--- config.mk ---
export PLATFORM = sky130hd
export DESIGN_NAME = lcdtg_top
export DESIGN_NICKNAME = d
export VERILOG_FILES = /design/src/hdl/lcdtg_pkg.sv /design/src/hdl/lcdtg_top.sv
export SDC_FILE = /design/constraint.sdc
export NUM_CORES = 1
export LEC_CHECK = 0
export BUFFER_PORTS_ARGS = -buffer_cell sky130_fd_sc_hd__clkbuf_2
export CAP_MARGIN = 10
export CORE_ASPECT_RATIO = 1.5
export CORE_MARGIN = 4
export CORE_UTILIZATION = 50
export CTS_BUF_LIST = sky130_fd_sc_hd__clkbuf_4
export DETAILED_ROUTE_END_ITERATION = 7
export HOLD_SLACK_MARGIN = 0.08
export MAX_ROUTING_LAYER = met4
export PLACE_DENSITY = 0.71
export SYNTH_ARGS = -nofsm -noshare
export SYNTH_HDL_FRONTEND = slang
export SYNTH_SLANG_ARGS = --single-unit
--- constraint.sdc ---
create_clock -name clk_sys_in -period 11.7 [get_ports clk_sys_in]
set_input_delay 1.17 -clock clk_sys_in [delete_from_list [all_inputs] [get_ports clk_sys_in]]
set_output_delay 1.17 -clock clk_sys_in [all_outputs]
set_load 0.1 [all_outputs]
--- src/hdl/lcdtg_pkg.sv ---
// constants, field layout and register map of the panel timing and contrast block
//----------------------------------------------------------------
// Function
// - line sync stays active for hsync_width plus one pixel clocks.
// - frame sync stays active for vsync_width plus one lines.
// - frame ends with vertical_front_porch plus one blank lines.
// - frame begins with exactly vertical_back_porch blank lines.
// - line ends with horizontal_front_porch plus one pixel clocks.
// - line begins with horizontal_back_porch plus one pixel clocks.
// - active lines per frame equal active_row_count plus one.
// - active pixels per line equal active_pixel_count plus one.
// - sync polarity bit 0 gives active high, 1 gives active low.
// - vsync_start_align 0 starts frame sync at hsync second edge, 1 first.
// - vsync_end_align 0 ends frame sync at hsync second edge, 1 first.
// - panel_power_polarity 0 gives active high power, 1 active low.
// - dither bit 1 dithers output pixels, 0 bypasses dithering.
// - panel_power_align 0 asserts power at hsync second edge, 1 freely.
// - depth field 0,1,2,3 selects 12, 16, 18, 24 bits per pixel.
// - vsync_setup 1 starts frame sync one pixel clock earlier.
// - vsync_hold 1 keeps frame sync one pixel clock longer.
// - power_guard_frames frames pass before power on and after power off.
// - contrast_prescale 0..6 divides contrast clock by 1..64.
// - contrast_polarity 1 high below compare, 0 gives low pulses.
// - contrast counter compared with eight-bit compare in bits 15:8.
// - pixel clock is system clock divided by divider plus two.
// - contrast clock source 0 slow clock, 1 system clock.
// - sync off request takes effect only at the end of a frame.
//----------------------------------------------------------------
package lcdtg_pkg;
   //----------------------------------------------------------------
   // register byte addresses
   //----------------------------------------------------------------
   localparam logic [31:0] ADDR_CLOCK_CFG   = 32'hF8038000;
   localparam logic [31:0] ADDR_SYNC_WIDTH  = 32'hF8038004;
   localparam logic [31:0] ADDR_VPORCH      = 32'hF8038008;
   localparam logic [31:0] ADDR_HPORCH      = 32'hF803800C;
   localparam logic [31:0] ADDR_AREA        = 32'hF8038010;
   localparam logic [31:0] ADDR_POLOUT      = 32'hF8038014;
   localparam logic [31:0] ADDR_PWM         = 32'hF8038018;
   localparam logic [31:0] ADDR_CTRL        = 32'hF8038020;
   localparam logic [31:0] ADDR_STATUS      = 32'hF8038028;
   //----------------------------------------------------------------
   // writable bits, reserved bits read zero
   //----------------------------------------------------------------
   localparam logic [31:0] MASK_CLOCK_CFG   = 32'h00FF0008;
   localparam logic [31:0] MASK_SYNC_WIDTH  = 32'h003F00FF;
   localparam logic [31:0] MASK_VPORCH      = 32'h003F003F;
   localparam logic [31:0] MASK_HPORCH      = 32'h00FF00FF;
   localparam logic [31:0] MASK_AREA        = 32'h07FF07FF;
   localparam logic [31:0] MASK_POLOUT      = 32'h001F33DF;
   localparam logic [31:0] MASK_PWM         = 32'h0000FF17;
   localparam logic [2:0]  MASK_CTRL        = 3'h7;
   //----------------------------------------------------------------
   // field positions
   //----------------------------------------------------------------
   localparam int F_DIV      = 16;
   localparam int F_PWMSRC   = 3;
   localparam int F_HSW      = 0;
   localparam int F_VSW      = 16;
   localparam int F_VFP      = 0;
   localparam int F_VBP      = 16;
   localparam int F_HFP      = 0;
   localparam int F_HBP      = 16;
   localparam int F_PPL      = 0;
   localparam int F_RPF      = 16;
   localparam int F_HSYNC_POLARITY    = 0;
   localparam int F_VSYNC_POLARITY    = 1;
   localparam int F_VSALS    = 2;
   localparam int F_VSALE    = 3;
   localparam int F_PWRPOL   = 4;
   localparam int F_DITHER   = 6;
   localparam int F_PWRALIGN = 7;
   localparam int F_DEPTH    = 8;
   localparam int F_VSSU     = 12;
   localparam int F_VSHO     = 13;
   localparam int F_GUARD    = 16;
   localparam int F_PS       = 0;
   localparam int F_CONTRAST_POLARITY   = 4;
   localparam int F_CVAL     = 8;
   localparam int C_SYNC     = 0;
   localparam int C_POWER    = 1;
   localparam int C_PWM      = 2;
   //----------------------------------------------------------------
   // fixed figures
   //----------------------------------------------------------------
   localparam logic [11:0] H_EXTRA   = 12'h004;
   localparam logic [11:0] V_EXTRA   = 12'h003;
   localparam logic [8:0]  DIV_EXTRA = 9'h002;
   localparam logic [2:0]  PS_MAX    = 3'h6;
   localparam logic [1:0]  DEPTH_12  = 2'h0;
   localparam logic [1:0]  DEPTH_16  = 2'h1;
   localparam logic [1:0]  DEPTH_18  = 2'h2;
   localparam logic [1:0]  DEPTH_24  = 2'h3;
   typedef enum logic [1:0] {PWR_OFF, PWR_UP, PWR_ON, PWR_DOWN} lcdtg_pwr_e;
endpackage

--- src/hdl/lcdtg_top.sv ---
// panel timing generator with display power sequencing and contrast pwm
`timescale 1ns/1ps
`default_nettype none
module lcdtg_top
   import lcdtg_pkg::*;
(
   input  wire logic        clk_sys_in,
   input  wire logic        rstn_in,
   input  wire logic [31:0] addr_in,
   input  wire logic [31:0] wdata_in,
   input  wire logic        wr_in,
   input  wire logic        rd_in,
   output logic      [31:0] rdata_out,
   input  wire logic        slow_clk_in,
   input  wire logic [23:0] pixel_in,
   output logic             pixel_clock_out,
   output logic             line_sync_out,
   output logic             frame_sync_out,
   output logic             data_enable_out,
   output logic      [23:0] pixel_data_out,
   output logic             panel_power_out,
   output logic             contrast_pwm_out
);

   //----------------------------------------------------------------
   // state
   //----------------------------------------------------------------
   typedef struct packed {
      logic [31:0] clock_cfg;
      logic [31:0] sync_width;
      logic [31:0] vporch;
      logic [31:0] hporch;
      logic [31:0] area;
      logic [31:0] polout;
      logic [31:0] pwm;
      logic [2:0]  ctrl;
      logic [31:0] rdata;
      logic [8:0]  div_cnt;
      logic        pclk;
      logic [11:0] hpos;
      logic [11:0] vpos;
      logic        run;
      logic        vs_act;
      logic        hs_o;
      logic        vs_o;
      logic        de_o;
      logic [23:0] pix_o;
      lcdtg_pwr_e  pwr_st;
      logic [4:0]  guard_cnt;
      logic        pwr_act;
      logic        pwr_o;
      logic        slow_q;
      logic [5:0]  pre_cnt;
      logic [7:0]  pwm_cnt;
      logic        pwm_o;
   } lcdtg_state_s;

   lcdtg_state_s st_r;
   lcdtg_state_s st_nxt;

   //----------------------------------------------------------------
   // dither helper
   //----------------------------------------------------------------
   // adds a 2x2 ordered pattern below the kept bits, saturating at full scale
   function automatic logic [7:0] lcdtg_dith(input logic [7:0] c,
                                             input logic [1:0] d,
                                             input int         k);
      logic [8:0] s;
      s = {1'b0, c} + 9'({7'h00, d} << (k - 2));
      return s[8] ? 8'hFF : s[7:0];
   endfunction

   //----------------------------------------------------------------
   // field views
   //----------------------------------------------------------------
   logic [7:0]  divider;
   logic        pwm_src;
   logic [7:0]  hsw;
   logic [5:0]  vsw;
   logic [5:0]  vfp;
   logic [5:0]  vbp;
   logic [7:0]  hfp;
   logic [7:0]  hbp;
   logic [10:0] active_pixel_count;
   logic [10:0] active_row_count;
   logic [1:0]  depth;
   logic [4:0]  guard;
   logic [2:0]  ps;
   logic [7:0]  cval;

   assign divider = st_r.clock_cfg[F_DIV +: 8];
   assign pwm_src = st_r.clock_cfg[F_PWMSRC];
   assign hsw     = st_r.sync_width[F_HSW +: 8];
   assign vsw     = st_r.sync_width[F_VSW +: 6];
   assign vfp     = st_r.vporch[F_VFP +: 6];
   assign vbp     = st_r.vporch[F_VBP +: 6];
   assign hfp     = st_r.hporch[F_HFP +: 8];
   assign hbp     = st_r.hporch[F_HBP +: 8];
   assign active_pixel_count     = st_r.area[F_PPL +: 11];
   assign active_row_count     = st_r.area[F_RPF +: 11];
   assign depth   = st_r.polout[F_DEPTH +: 2];
   assign guard   = st_r.polout[F_GUARD +: 5];
   assign ps      = st_r.pwm[F_PS +: 3];
   assign cval    = st_r.pwm[F_CVAL +: 8];

   //----------------------------------------------------------------
   // geometry
   //----------------------------------------------------------------
   logic [11:0] htot;
   logic [11:0] vtot;
   logic [11:0] h_act0;
   logic [11:0] h_act1;
   logic [11:0] v_act0;
   logic [11:0] v_act1;
   logic [11:0] h_edge2;

   always_comb
   begin
      htot    = 12'(hsw) + 12'(hbp) + 12'(active_pixel_count) + 12'(hfp) + H_EXTRA;
      vtot    = 12'(vsw) + 12'(vbp) + 12'(active_row_count) + 12'(vfp) + V_EXTRA;
      h_act0  = 12'(hsw) + 12'(hbp) + 12'h002;
      h_act1  = h_act0 + 12'(active_pixel_count);
      v_act0  = 12'(vsw) + 12'(vbp) + 12'h001;
      v_act1  = v_act0 + 12'(active_row_count);
      h_edge2 = 12'(hsw) + 12'h001;
   end

   //----------------------------------------------------------------
   // next state
   //----------------------------------------------------------------
   logic        tick;
   logic        h_last;
   logic        frame_end;
   logic [11:0] h_n;
   logic [11:0] v_n;
   logic        run_n;
   logic        vs_start;
   logic        vs_end;
   logic [11:0] vs_end_pos;
   logic        frame_start;
   logic        edge2_now;
   logic [1:0]  dpat;
   logic [7:0]  rr;
   logic [7:0]  gg;
   logic [7:0]  bb;
   logic [23:0] fmt;
   logic        pwm_tick_src;
   logic [5:0]  pre_mask;
   logic [2:0]  ps_eff;
   logic        below;
   logic [31:0] rd_val;

   always_comb
   begin
      st_nxt = st_r;

      //----------------------------------------------------------------
      // register writes
      //----------------------------------------------------------------
      if (wr_in)
      begin
         unique case (addr_in)
            ADDR_CLOCK_CFG:  st_nxt.clock_cfg  = wdata_in & MASK_CLOCK_CFG;
            ADDR_SYNC_WIDTH: st_nxt.sync_width = wdata_in & MASK_SYNC_WIDTH;
            ADDR_VPORCH:     st_nxt.vporch     = wdata_in & MASK_VPORCH;
            ADDR_HPORCH:     st_nxt.hporch     = wdata_in & MASK_HPORCH;
            ADDR_AREA:       st_nxt.area       = wdata_in & MASK_AREA;
            ADDR_POLOUT:     st_nxt.polout     = wdata_in & MASK_POLOUT;
            ADDR_PWM:        st_nxt.pwm        = wdata_in & MASK_PWM;
            ADDR_CTRL:       st_nxt.ctrl       = wdata_in[2:0] & MASK_CTRL;
            default:         st_nxt.ctrl       = st_r.ctrl;
         endcase
      end

      //----------------------------------------------------------------
      // register reads, data only in the cycle after the strobe
      //----------------------------------------------------------------
      unique case (addr_in)
         ADDR_CLOCK_CFG:  rd_val = st_r.clock_cfg;
         ADDR_SYNC_WIDTH: rd_val = st_r.sync_width;
         ADDR_VPORCH:     rd_val = st_r.vporch;
         ADDR_HPORCH:     rd_val = st_r.hporch;
         ADDR_AREA:       rd_val = st_r.area;
         ADDR_POLOUT:     rd_val = st_r.polout;
         ADDR_PWM:        rd_val = st_r.pwm;
         ADDR_CTRL:       rd_val = {29'h0, st_r.ctrl};
         ADDR_STATUS:     rd_val = {28'h0,
                                    (st_r.pwr_st == PWR_UP) || (st_r.pwr_st == PWR_DOWN),
                                    st_r.ctrl[C_PWM], st_r.pwr_act, st_r.run};
         default:         rd_val = 32'h0;
      endcase
      st_nxt.rdata = rd_in ? rd_val : 32'h0;

      //----------------------------------------------------------------
      // pixel clock divider
      //----------------------------------------------------------------
      tick = (st_r.div_cnt == 9'(divider) + DIV_EXTRA - 9'h001);
      st_nxt.div_cnt = tick ? 9'h000 : st_r.div_cnt + 9'h001;
      st_nxt.pclk = (st_nxt.div_cnt < ((9'(divider) + DIV_EXTRA) >> 1));

      //----------------------------------------------------------------
      // position counters
      //----------------------------------------------------------------
      h_last    = (st_r.hpos == htot - 12'h001);
      frame_end = tick && st_r.run && h_last && (st_r.vpos == vtot - 12'h001);
      h_n   = st_r.hpos;
      v_n   = st_r.vpos;
      run_n = st_r.run;
      if (tick)
      begin
         if (!st_r.run)
         begin
            run_n = st_r.ctrl[C_SYNC];
            h_n   = 12'h000;
            v_n   = 12'h000;
         end
         else if (frame_end)
         begin
            run_n = st_r.ctrl[C_SYNC];
            h_n   = 12'h000;
            v_n   = 12'h000;
         end
         else if (h_last)
         begin
            h_n = 12'h000;
            v_n = st_r.vpos + 12'h001;
         end
         else
         begin
            h_n = st_r.hpos + 12'h001;
         end
      end
      st_nxt.hpos = h_n;
      st_nxt.vpos = v_n;
      st_nxt.run  = run_n;
      frame_start = tick && run_n && (h_n == 12'h000) && (v_n == 12'h000);
      edge2_now   = tick && run_n && (h_n == h_edge2);

      //----------------------------------------------------------------
      // sync pulses
      //----------------------------------------------------------------
      // setup with first-edge start lands on the last pixel of the previous
      // frame, so the very first frame after start-up lacks that pulse
      if (st_r.polout[F_VSSU])
      begin
         if (st_r.polout[F_VSALS])
            vs_start = (v_n == vtot - 12'h001) && (h_n == htot - 12'h001);
         else
            vs_start = (v_n == 12'h000) && (h_n == 12'(hsw));
      end
      else
      begin
         vs_start = (v_n == 12'h000) &&
                    (h_n == (st_r.polout[F_VSALS] ? 12'h000 : h_edge2));
      end
      vs_end_pos = (st_r.polout[F_VSALE] ? 12'h000 : h_edge2)
                 + {11'h000, st_r.polout[F_VSHO]};
      vs_end = (v_n == 12'(vsw) + 12'h001) && (h_n == vs_end_pos);
      if (tick)
      begin
         if (!run_n)
            st_nxt.vs_act = 1'b0;
         else if (vs_start)
            st_nxt.vs_act = 1'b1;
         else if (vs_end)
            st_nxt.vs_act = 1'b0;
         st_nxt.hs_o = (run_n && (h_n <= 12'(hsw))) ^ st_r.polout[F_HSYNC_POLARITY];
         st_nxt.de_o = run_n && (h_n >= h_act0) && (h_n <= h_act1) &&
                       (v_n >= v_act0) && (v_n <= v_act1);
      end
      else
      begin
         st_nxt.hs_o = st_r.hs_o;
         st_nxt.de_o = st_r.de_o;
      end
      st_nxt.vs_o = st_nxt.vs_act ^ st_r.polout[F_VSYNC_POLARITY];

      //----------------------------------------------------------------
      // pixel format and dithering
      //----------------------------------------------------------------
      dpat = {h_n[0] ^ v_n[0], v_n[0]};
      rr = pixel_in[23:16];
      gg = pixel_in[15:8];
      bb = pixel_in[7:0];
      if (st_r.polout[F_DITHER])
      begin
         unique case (depth)
            DEPTH_12:
            begin
               rr = lcdtg_dith(pixel_in[23:16], dpat, 4);
               gg = lcdtg_dith(pixel_in[15:8], dpat, 4);
               bb = lcdtg_dith(pixel_in[7:0], dpat, 4);
            end
            DEPTH_16:
            begin
               rr = lcdtg_dith(pixel_in[23:16], dpat, 3);
               gg = lcdtg_dith(pixel_in[15:8], dpat, 2);
               bb = lcdtg_dith(pixel_in[7:0], dpat, 3);
            end
            DEPTH_18:
            begin
               rr = lcdtg_dith(pixel_in[23:16], dpat, 2);
               gg = lcdtg_dith(pixel_in[15:8], dpat, 2);
               bb = lcdtg_dith(pixel_in[7:0], dpat, 2);
            end
            DEPTH_24:
            begin
               rr = pixel_in[23:16];
            end
         endcase
      end
      unique case (depth)
         DEPTH_12: fmt = {12'h000, rr[7:4], gg[7:4], bb[7:4]};
         DEPTH_16: fmt = {8'h00, rr[7:3], gg[7:2], bb[7:3]};
         DEPTH_18: fmt = {6'h00, rr[7:2], gg[7:2], bb[7:2]};
         DEPTH_24: fmt = {rr, gg, bb};
      endcase
      if (tick)
         st_nxt.pix_o = st_nxt.de_o ? fmt : 24'h000000;

      //----------------------------------------------------------------
      // panel power sequencing
      //----------------------------------------------------------------
      unique case (st_r.pwr_st)
         PWR_OFF:
         begin
            st_nxt.guard_cnt = 5'h00;
            if (st_r.ctrl[C_POWER] && st_r.run)
               st_nxt.pwr_st = PWR_UP;
         end
         PWR_UP:
         begin
            if (!st_r.ctrl[C_POWER] || !st_r.run)
               st_nxt.pwr_st = PWR_OFF;
            else if (st_r.guard_cnt == guard)
            begin
               if (st_r.polout[F_PWRALIGN] || edge2_now)
               begin
                  st_nxt.pwr_st  = PWR_ON;
                  st_nxt.pwr_act = 1'b1;
               end
            end
            else if (frame_start)
               st_nxt.guard_cnt = st_r.guard_cnt + 5'h01;
         end
         PWR_ON:
         begin
            if (!st_r.ctrl[C_POWER])
            begin
               st_nxt.pwr_st    = PWR_DOWN;
               st_nxt.pwr_act   = 1'b0;
               st_nxt.guard_cnt = 5'h00;
            end
         end
         PWR_DOWN:
         begin
            // a stopped timing engine has no frames left to wait for
            if ((st_r.guard_cnt == guard) || !st_r.run)
               st_nxt.pwr_st = PWR_OFF;
            else if (frame_start)
               st_nxt.guard_cnt = st_r.guard_cnt + 5'h01;
         end
      endcase
      st_nxt.pwr_o = st_nxt.pwr_act ^ st_r.polout[F_PWRPOL];

      //----------------------------------------------------------------
      // contrast pwm
      //----------------------------------------------------------------
      st_nxt.slow_q = slow_clk_in;
      pwm_tick_src = pwm_src ? 1'b1 : (slow_clk_in && !st_r.slow_q);
      ps_eff   = (ps > PS_MAX) ? PS_MAX : ps;
      pre_mask = 6'((7'h01 << ps_eff) - 7'h01);
      below    = (st_r.pwm_cnt < cval);
      if (!st_r.ctrl[C_PWM])
      begin
         st_nxt.pre_cnt = 6'h00;
         st_nxt.pwm_cnt = 8'h00;
         st_nxt.pwm_o   = 1'b0;
      end
      else
      begin
         if (pwm_tick_src)
         begin
            st_nxt.pre_cnt = st_r.pre_cnt + 6'h01;
            if ((st_r.pre_cnt & pre_mask) == pre_mask)
               st_nxt.pwm_cnt = st_r.pwm_cnt + 8'h01;
         end
         st_nxt.pwm_o = st_r.pwm[F_CONTRAST_POLARITY] ? below : !below;
      end
   end

   //----------------------------------------------------------------
   // registers
   //----------------------------------------------------------------
   always_ff @(posedge clk_sys_in)
   begin
      if (!rstn_in)
         st_r <= '0;
      else
         st_r <= st_nxt;
   end

   //----------------------------------------------------------------
   // outputs
   //----------------------------------------------------------------
   assign rdata_out        = st_r.rdata;
   assign pixel_clock_out  = st_r.pclk;
   assign line_sync_out    = st_r.hs_o;
   assign frame_sync_out   = st_r.vs_o;
   assign data_enable_out  = st_r.de_o;
   assign pixel_data_out   = st_r.pix_o;
   assign panel_power_out  = st_r.pwr_o;
   assign contrast_pwm_out = st_r.pwm_o;

endmodule // lcdtg_top
`default_nettype wire

==> Word level (Yosys, flattened, before mapping) <==
Index checks and enable logic that the tools add are counted.
{ "classes": {"add_sub_neg": 34, "order_cmp": 8, "eq_ne": 35, "shifts": 1, "muxes": 55, "n_bitwise": 5, "n_reduce_logical": 44} }
{ "op_table": {"columns": ["operator", "n"], "rows": [
  ["32-bit equality test, second input constant", 9],
  ["27-bit one-hot mux with 9 select lines", 1],
  ["12-bit 2-to-1 mux", 8],
  ["8-bit 2-to-1 mux", 12],
  ["24-bit one-hot mux with 4 select lines", 1],
  ["12-bit equality test", 4],
  ["8-bit one-hot mux with 3 select lines", 2],
  ["7-bit one-hot mux with 4 select lines", 1],
  ["8-bit by 2-bit adder with 9-bit output", 3],
  ["8-bit by 4-bit adder with 9-bit output", 3],
  ["9-bit 2-to-1 mux", 3],
  ["12-bit by 1-bit adder with 12-bit output, second input constant", 2],
  ["12-bit by 11-bit adder with 12-bit output", 2],
  ["12-bit by 9-bit equality test with 1-bit output", 2],
  ["12-bit less-or-equal comparator", 2],
  ["12-bit zero test", 2],
  ["24-bit 2-to-1 mux", 1],
  ["12-bit by 1-bit subtractor with 12-bit output, second input constant", 2],
  ["2-bit AND reduction", 11],
  ["8-bit by 3-bit adder with 9-bit output", 2],
  ["1-bit logical AND", 18],
  ["8-bit one-hot mux with 2 select lines", 1],
  ["5-bit 2-to-1 mux", 3],
  ["1-bit 2-to-1 mux", 14],
  ["50 further kinds", 73]
]} }
{ "word_totals": {"reg_bits": 224, "output_inout_bits": 62, "elab_cells": 209} }

==> Depth between registers and ports, before layout <==
{ "logic_depth": {"ltp_word": 19, "ltp_mapped": 40, "mapped_depth_nobuf": 37} }

==> Worst setup path after synthesis <==
No wires, ideal clock.
{ "synth_timing": {"path_type": "reg2reg", "start": "reg st_r, in the netlist hsw[1]", "end": "reg st_r, in the netlist pixel_data_out[15]", "setup_time_ps": 128, "t_arrival_ps": 8247, "required_time_ps": 11572, "slack_ps": 3326, "stages_incl_launch_ff": 35, "period_less_slack_ps": 8374, "path_cell_list": "dfxtp_1 clkbuf_1 inv_1 fa_1 inv_1 a21oi_1 o21bai_1 a21oi_1 o21bai_1 xor2_1 fa_1 ha_1 ha_1 clkbuf_1 o21ai_0 nor2_1 mux2_2 or3_1 a211o_1 nor2_4 nand2_1 o21a_1 buf_2 xnor2_1 inv_1 fa_1 nor2_1 a31oi_1 or3_1 o32ai_1 a31oi_1 a222oi_1 inv_1 a22oi_1 nor2_1"} }
{ "synth_between": {"elab_chain_len": 18, "word_cells_on_any_way": 47} }
{ "synth_rtl": {"columns": ["item", "line_no", "text"], "rows": [
  ["start, declared", "lcdtg_top.sv:58", "lcdtg_state_s st_r;"],
  ["start signal, assigned", "lcdtg_top.sv:400", "st_r <= st_nxt;"],
  ["8-bit by 8-bit adder with 9-bit output (*)", "lcdtg_top.sv:119, lcdtg_top.sv:121", null],
  ["12-bit by 11-bit adder with 12-bit output", "lcdtg_top.sv:119", "htot = 12'(hsw) + 12'(hbp) + 12'(active_pixel_count) + 12'(hfp) + H_EXTRA;"],
  ["12-bit by 8-bit adder with 12-bit output", "lcdtg_top.sv:119", null],
  ["12-bit by 3-bit adder with 12-bit output", "lcdtg_top.sv:119", null],
  ["12-bit by 1-bit subtractor with 12-bit output", "lcdtg_top.sv:204", "h_last = (st_r.hpos == htot - 12'h001);"],
  ["12-bit equality test", "lcdtg_top.sv:204", null],
  ["1-bit logical AND (2 in series)", "lcdtg_top.sv:205", "frame_end = tick && st_r.run && h_last && (st_r.vpos == vtot - 12'h001);"],
  ["12-bit 2-to-1 mux", "lcdtg_top.sv:217", "else if (frame_end)"],
  ["12-bit 2-to-1 mux", "lcdtg_top.sv:211", "if (!st_r.run)"],
  ["12-bit 2-to-1 mux", "lcdtg_top.sv:209", "if (tick)"],
  ["1-bit bitwise XOR or 12-bit by 10-bit >= comparator with 1-bit output (tied branches)", "lcdtg_top.sv:281, lcdtg_top.sv:268", null],
  ["8-bit by 4-bit adder with 9-bit output, or another cell as far along", "lcdtg_top.sv:69", "s = {1'b0, c} + 9'({7'h00, d} << (k - 2));"],
  ["8-bit 2-to-1 mux or 1-bit logical AND (tied branches)", "lcdtg_top.sv:70, lcdtg_top.sv:268", null],
  ["8-bit one-hot mux with 3 select lines, or another cell as far along", "lcdtg_top.sv:287", "unique case (depth)"],
  ["8-bit 2-to-1 mux or 1-bit logical AND (tied branches)", "lcdtg_top.sv:285, lcdtg_top.sv:269", null],
  ["24-bit one-hot mux with 4 select lines or 1-bit 2-to-1 mux (tied branches)", "lcdtg_top.sv:312, lcdtg_top.sv:259", null],
  ["24-bit 2-to-1 mux (*)", "lcdtg_top.sv:319", "st_nxt.pix_o = st_nxt.de_o ? fmt : 24'h000000;"]
]} }
Every way passes the cells marked *; elsewhere a longest branch is shown, timed or not.
A chain may end at the register's enable or synchronous reset.

==> impl_metrics.tcl <==
set metrics [dict create \
    critical-path-slowest-cell "a211oi_2" \
    worst_pin_slew_ps 1110 \
    grt_overflow 0 \
    postCtsSetupRepairBufs 0 \
    worst_path_largest_cell_delay_ps 680 \
    synthArstFlopShare_pct 0 \
    syn_to_final_growth_pct 6.83 \
    syn_area_sq_um 19500 \
    tritoncts "built" \
    drc 14 \
    cts-root-buf "clkbuf_4" \
    holdBufCountCts 0 \
    cp.required_ps 12390 \
    fill_cells 3771 \
    clock_path_buffers 3 \
    placed_area_sq_um 20100 \
    netlist_instances 2582 \
    grt_use_total_pct 33.8 \
    setup_viol 0 \
    nets 2908 \
    grt_pass1_vias 19254 \
    yosysWarnings 0 \
    die_y_um 250 \
    final_cells 3152 \
    fin_crit_sh_pct 85.3 \
    initialDrtViolationCount 1683 \
    leakage_nw 8.68 \
    hold_viol 0 \
    synth_seq_cells 219 \
    drive_above_1_share_pct 11.1 \
    critPathLaunch "hsw[0]" \
    p_per_area_nw_per_um2 76.5 \
    cts_sinks 219 \
    finish.utilization_pct 54.1 \
    start_util_pct 50.6 \
    worst_slew_margin_rel_pct 25.0 \
    clock_latency_ps 790 \
    die_x_um 169 \
    crit_type "flop to flop" \
    holdCritStartpoint "st_r[122]" \
    dpl.cell_count 3057 \
    wirelength_um 72500 \
    crit_path_start_kind "flop" \
    setup_slack_ps 1720 \
    drv_slew 0 \
    rsz0062_at_grt "no" \
    syn_area_per_cell_sq_um 7.56 \
    sequentialPowerShare_pct 47.1 \
    cts_buffers 57 \
    power.internal_mw 1.13 \
    io_pins 155 \
    synth_top_family_by_area "compound AO/OA/AOI/OAI gates" \
    die_area_sq_um 42300 \
    rr_startpoint "hsw[0]" \
    ys_top_cells_by_area "dfxtp_1 (22%), ha_1 (11%), nand2_1 (6.4%), a21oi_1 (5.2%), xnor2_1 (4.0%)" \
    synth_cell_types 89 \
    post_drt_via_cell_ratio 6.33 \
    final_area_sq_um 20800 \
    hold_ws_ps 470 \
    cts_max_level 2 \
    clk_pin_slew_ps 70 \
    yosys.area_share.simple_pct 22.9 \
    post_drt_wl_per_cell_um 23.0 \
    synth_commonest_cells "nand2_1 (331), dfxtp_1 (219), a21oi_1 (201), nor2_1 (169), ha_1 (168)" \
    ir_drop_mv 0.0803 \
    path_max_fanout 15 \
    cp.arrival_ps 10680 \
    p_sw_mw 0.461 \
    drtAntennaViolNets 0 \
    synthMuxAreaShare_pct 1.46 \
    seqCellArea_sq_um 4380 \
    synth_top_cell_by_area "dfxtp_1" \
    min_path_type "flop to flop" \
    cts_resized 0 \
    port_buffers 144 \
    max_freq_mhz 100 \
    place_hpwl_um 56100 \
    min_to "st_r[122]" \
    fin_tns_setup_ps 0 \
    antenna_found_initial 1 \
    rr_endpoint "pixel_data_out[13]" \
    synth-edff-count 0 \
    synth-xor-area-share_pct 7.21 \
    p_total_mw 1.59 \
    synth_compound_area_share_pct 24.3 \
    hold_depth 2 \
    synth_ff_type "dfxtp_1" \
    r2r_setup_slack_ps 1720 \
    seq_area_frac_synth_pct 22.5 \
    drt_pass1_iterations 8 \
    coreArea_sq_um 38500 \
    rr_worst_depth 30 \
    violations "design-rule violations" \
    via_count 19961 \
    finalClockSkew_ps 38.2 \
    dpl_worst_slack_ps 1970 \
    place.gp.congestion 1.01 \
    switching_share_pct 28.9 \
    synth_top_area_share_pct 22.5 \
    synth_adder_area_share_pct 13.4 \
    critPathCaptureType "flop" \
    status "complete, but fails checks" \
    multiInputGateArea_sq_um 13600 \
    grt_pass1_wl_um 110000 \
    grt_max_degree 57 \
    min_period_ps 9980 \
    combPwrFrac_pct 9.5 \
    cap_viol_max_count 0 \
    clock_power_share_pct 43.3 \
    synth.most_common_cell "nand2_1" \
    std_cell_rows 88 \
]
-- worst max-delay path, delay by kind of cell (launching register included) --
family	cells	cell delay [ps]
AOI/OAI and AO/OA	14	3390
buffers and inverters	2	130
xor gates and xnor gates	1	390
and+or+nand+nor	7	3010
DFF	1	670
adders and majority gates	6	2300
-- layout by cell type, fill, tap and decap left out, drive strengths merged, types with 31 or more instances in the layout --
cell type / instances
a21oi: 202
a222oi: 39
a21boi: 45
nand3: 99
a22oi: 39
nor3: 38
and3: 45
inv: 158
ha: 168
o21ai: 122
dfxtp: 219
and2: 45
xor2: 56
clkbuf: 218
buf: 33
nor2: 170
nand2b: 31
nand2: 331
a21o: 47
xnor2: 89
-- cell families (layout without fill, tap and decap cells) --
logic type / count (synthesis) / in the layout
simple gates: 920 / 920
compound gates: 710 / 710
buf+inv: 359 / 429
flops: 219 / 219
fa+ha+maj: 194 / 194
xor+xnor: 151 / 151
mux: 28 / 28
other cells: 1 / 6
-- power groups by stage --
stage / clock network, mW / logic, mW / registers (mW)
finish: 0.691 / 0.152 / 0.752
global route: 0.742 / 0.162 / 0.752
CTS: 0.706 / 0.148 / 0.752
detailed placement: 0 / 0.148 / 0.769
global placement: 0 / 0.146 / 0.769
floorplan: 0 / 0.0836 / 0.779
-- metal layers --
metal | routed length [um] | vias up | global-route usage, %
met3 | 4510 | 301 | 4.14
met4 | 6380 | 0 | 24.1
met1 | 25600 | 9428 | 35.6
met5 | 0 | - | -
met2 | 36000 | 932 | 58.0
li1 | - | 9300 | -
-- worst max path at each step --
stage | depth (start not counted) | slack (ps) | end
after global placement | 30 | 2090 | pixel_data_out[13]
after floorplan | 34 | 3330 | pixel_data_out[15]
after CTS | 30 | 1940 | pixel_data_out[13]
after global routing | 35 | 1250 | pixel_data_out[11]
after detailed placement | 30 | 1970 | pixel_data_out[13]
final | 30 | 1720 | pixel_data_out[13]
-- cell type report --
type / count / share of cell area, %
multi-input combinational: 2008 / 65.1
sequential: 219 / 21.0
timing repair buffer: 177 / 4.65
tap: 495 / 2.97
inverter: 158 / 2.85
clock buffer: 74 / 2.66
clock inverter: 20 / 0.762
antenna: 1 / 0.0120
-- flip-flops by register name, indices dropped and copies added (netlist names) --
register	flops
hsw	8
hfp	8
cval	8
data_enable_out	1
panel_power_out	1
pixel_clock_out	1
ps	3
guard	5
pixel_data_out	24
line_sync_out	1
depth	2
contrast_pwm_out	1
frame_sync_out	1
hbp	8
rdata_out	27
divider	8
active_pixel_count	11
st_r	89
pwm_src	1
active_row_count	11
No activity file was read; power rests on OpenSTA's default activity.
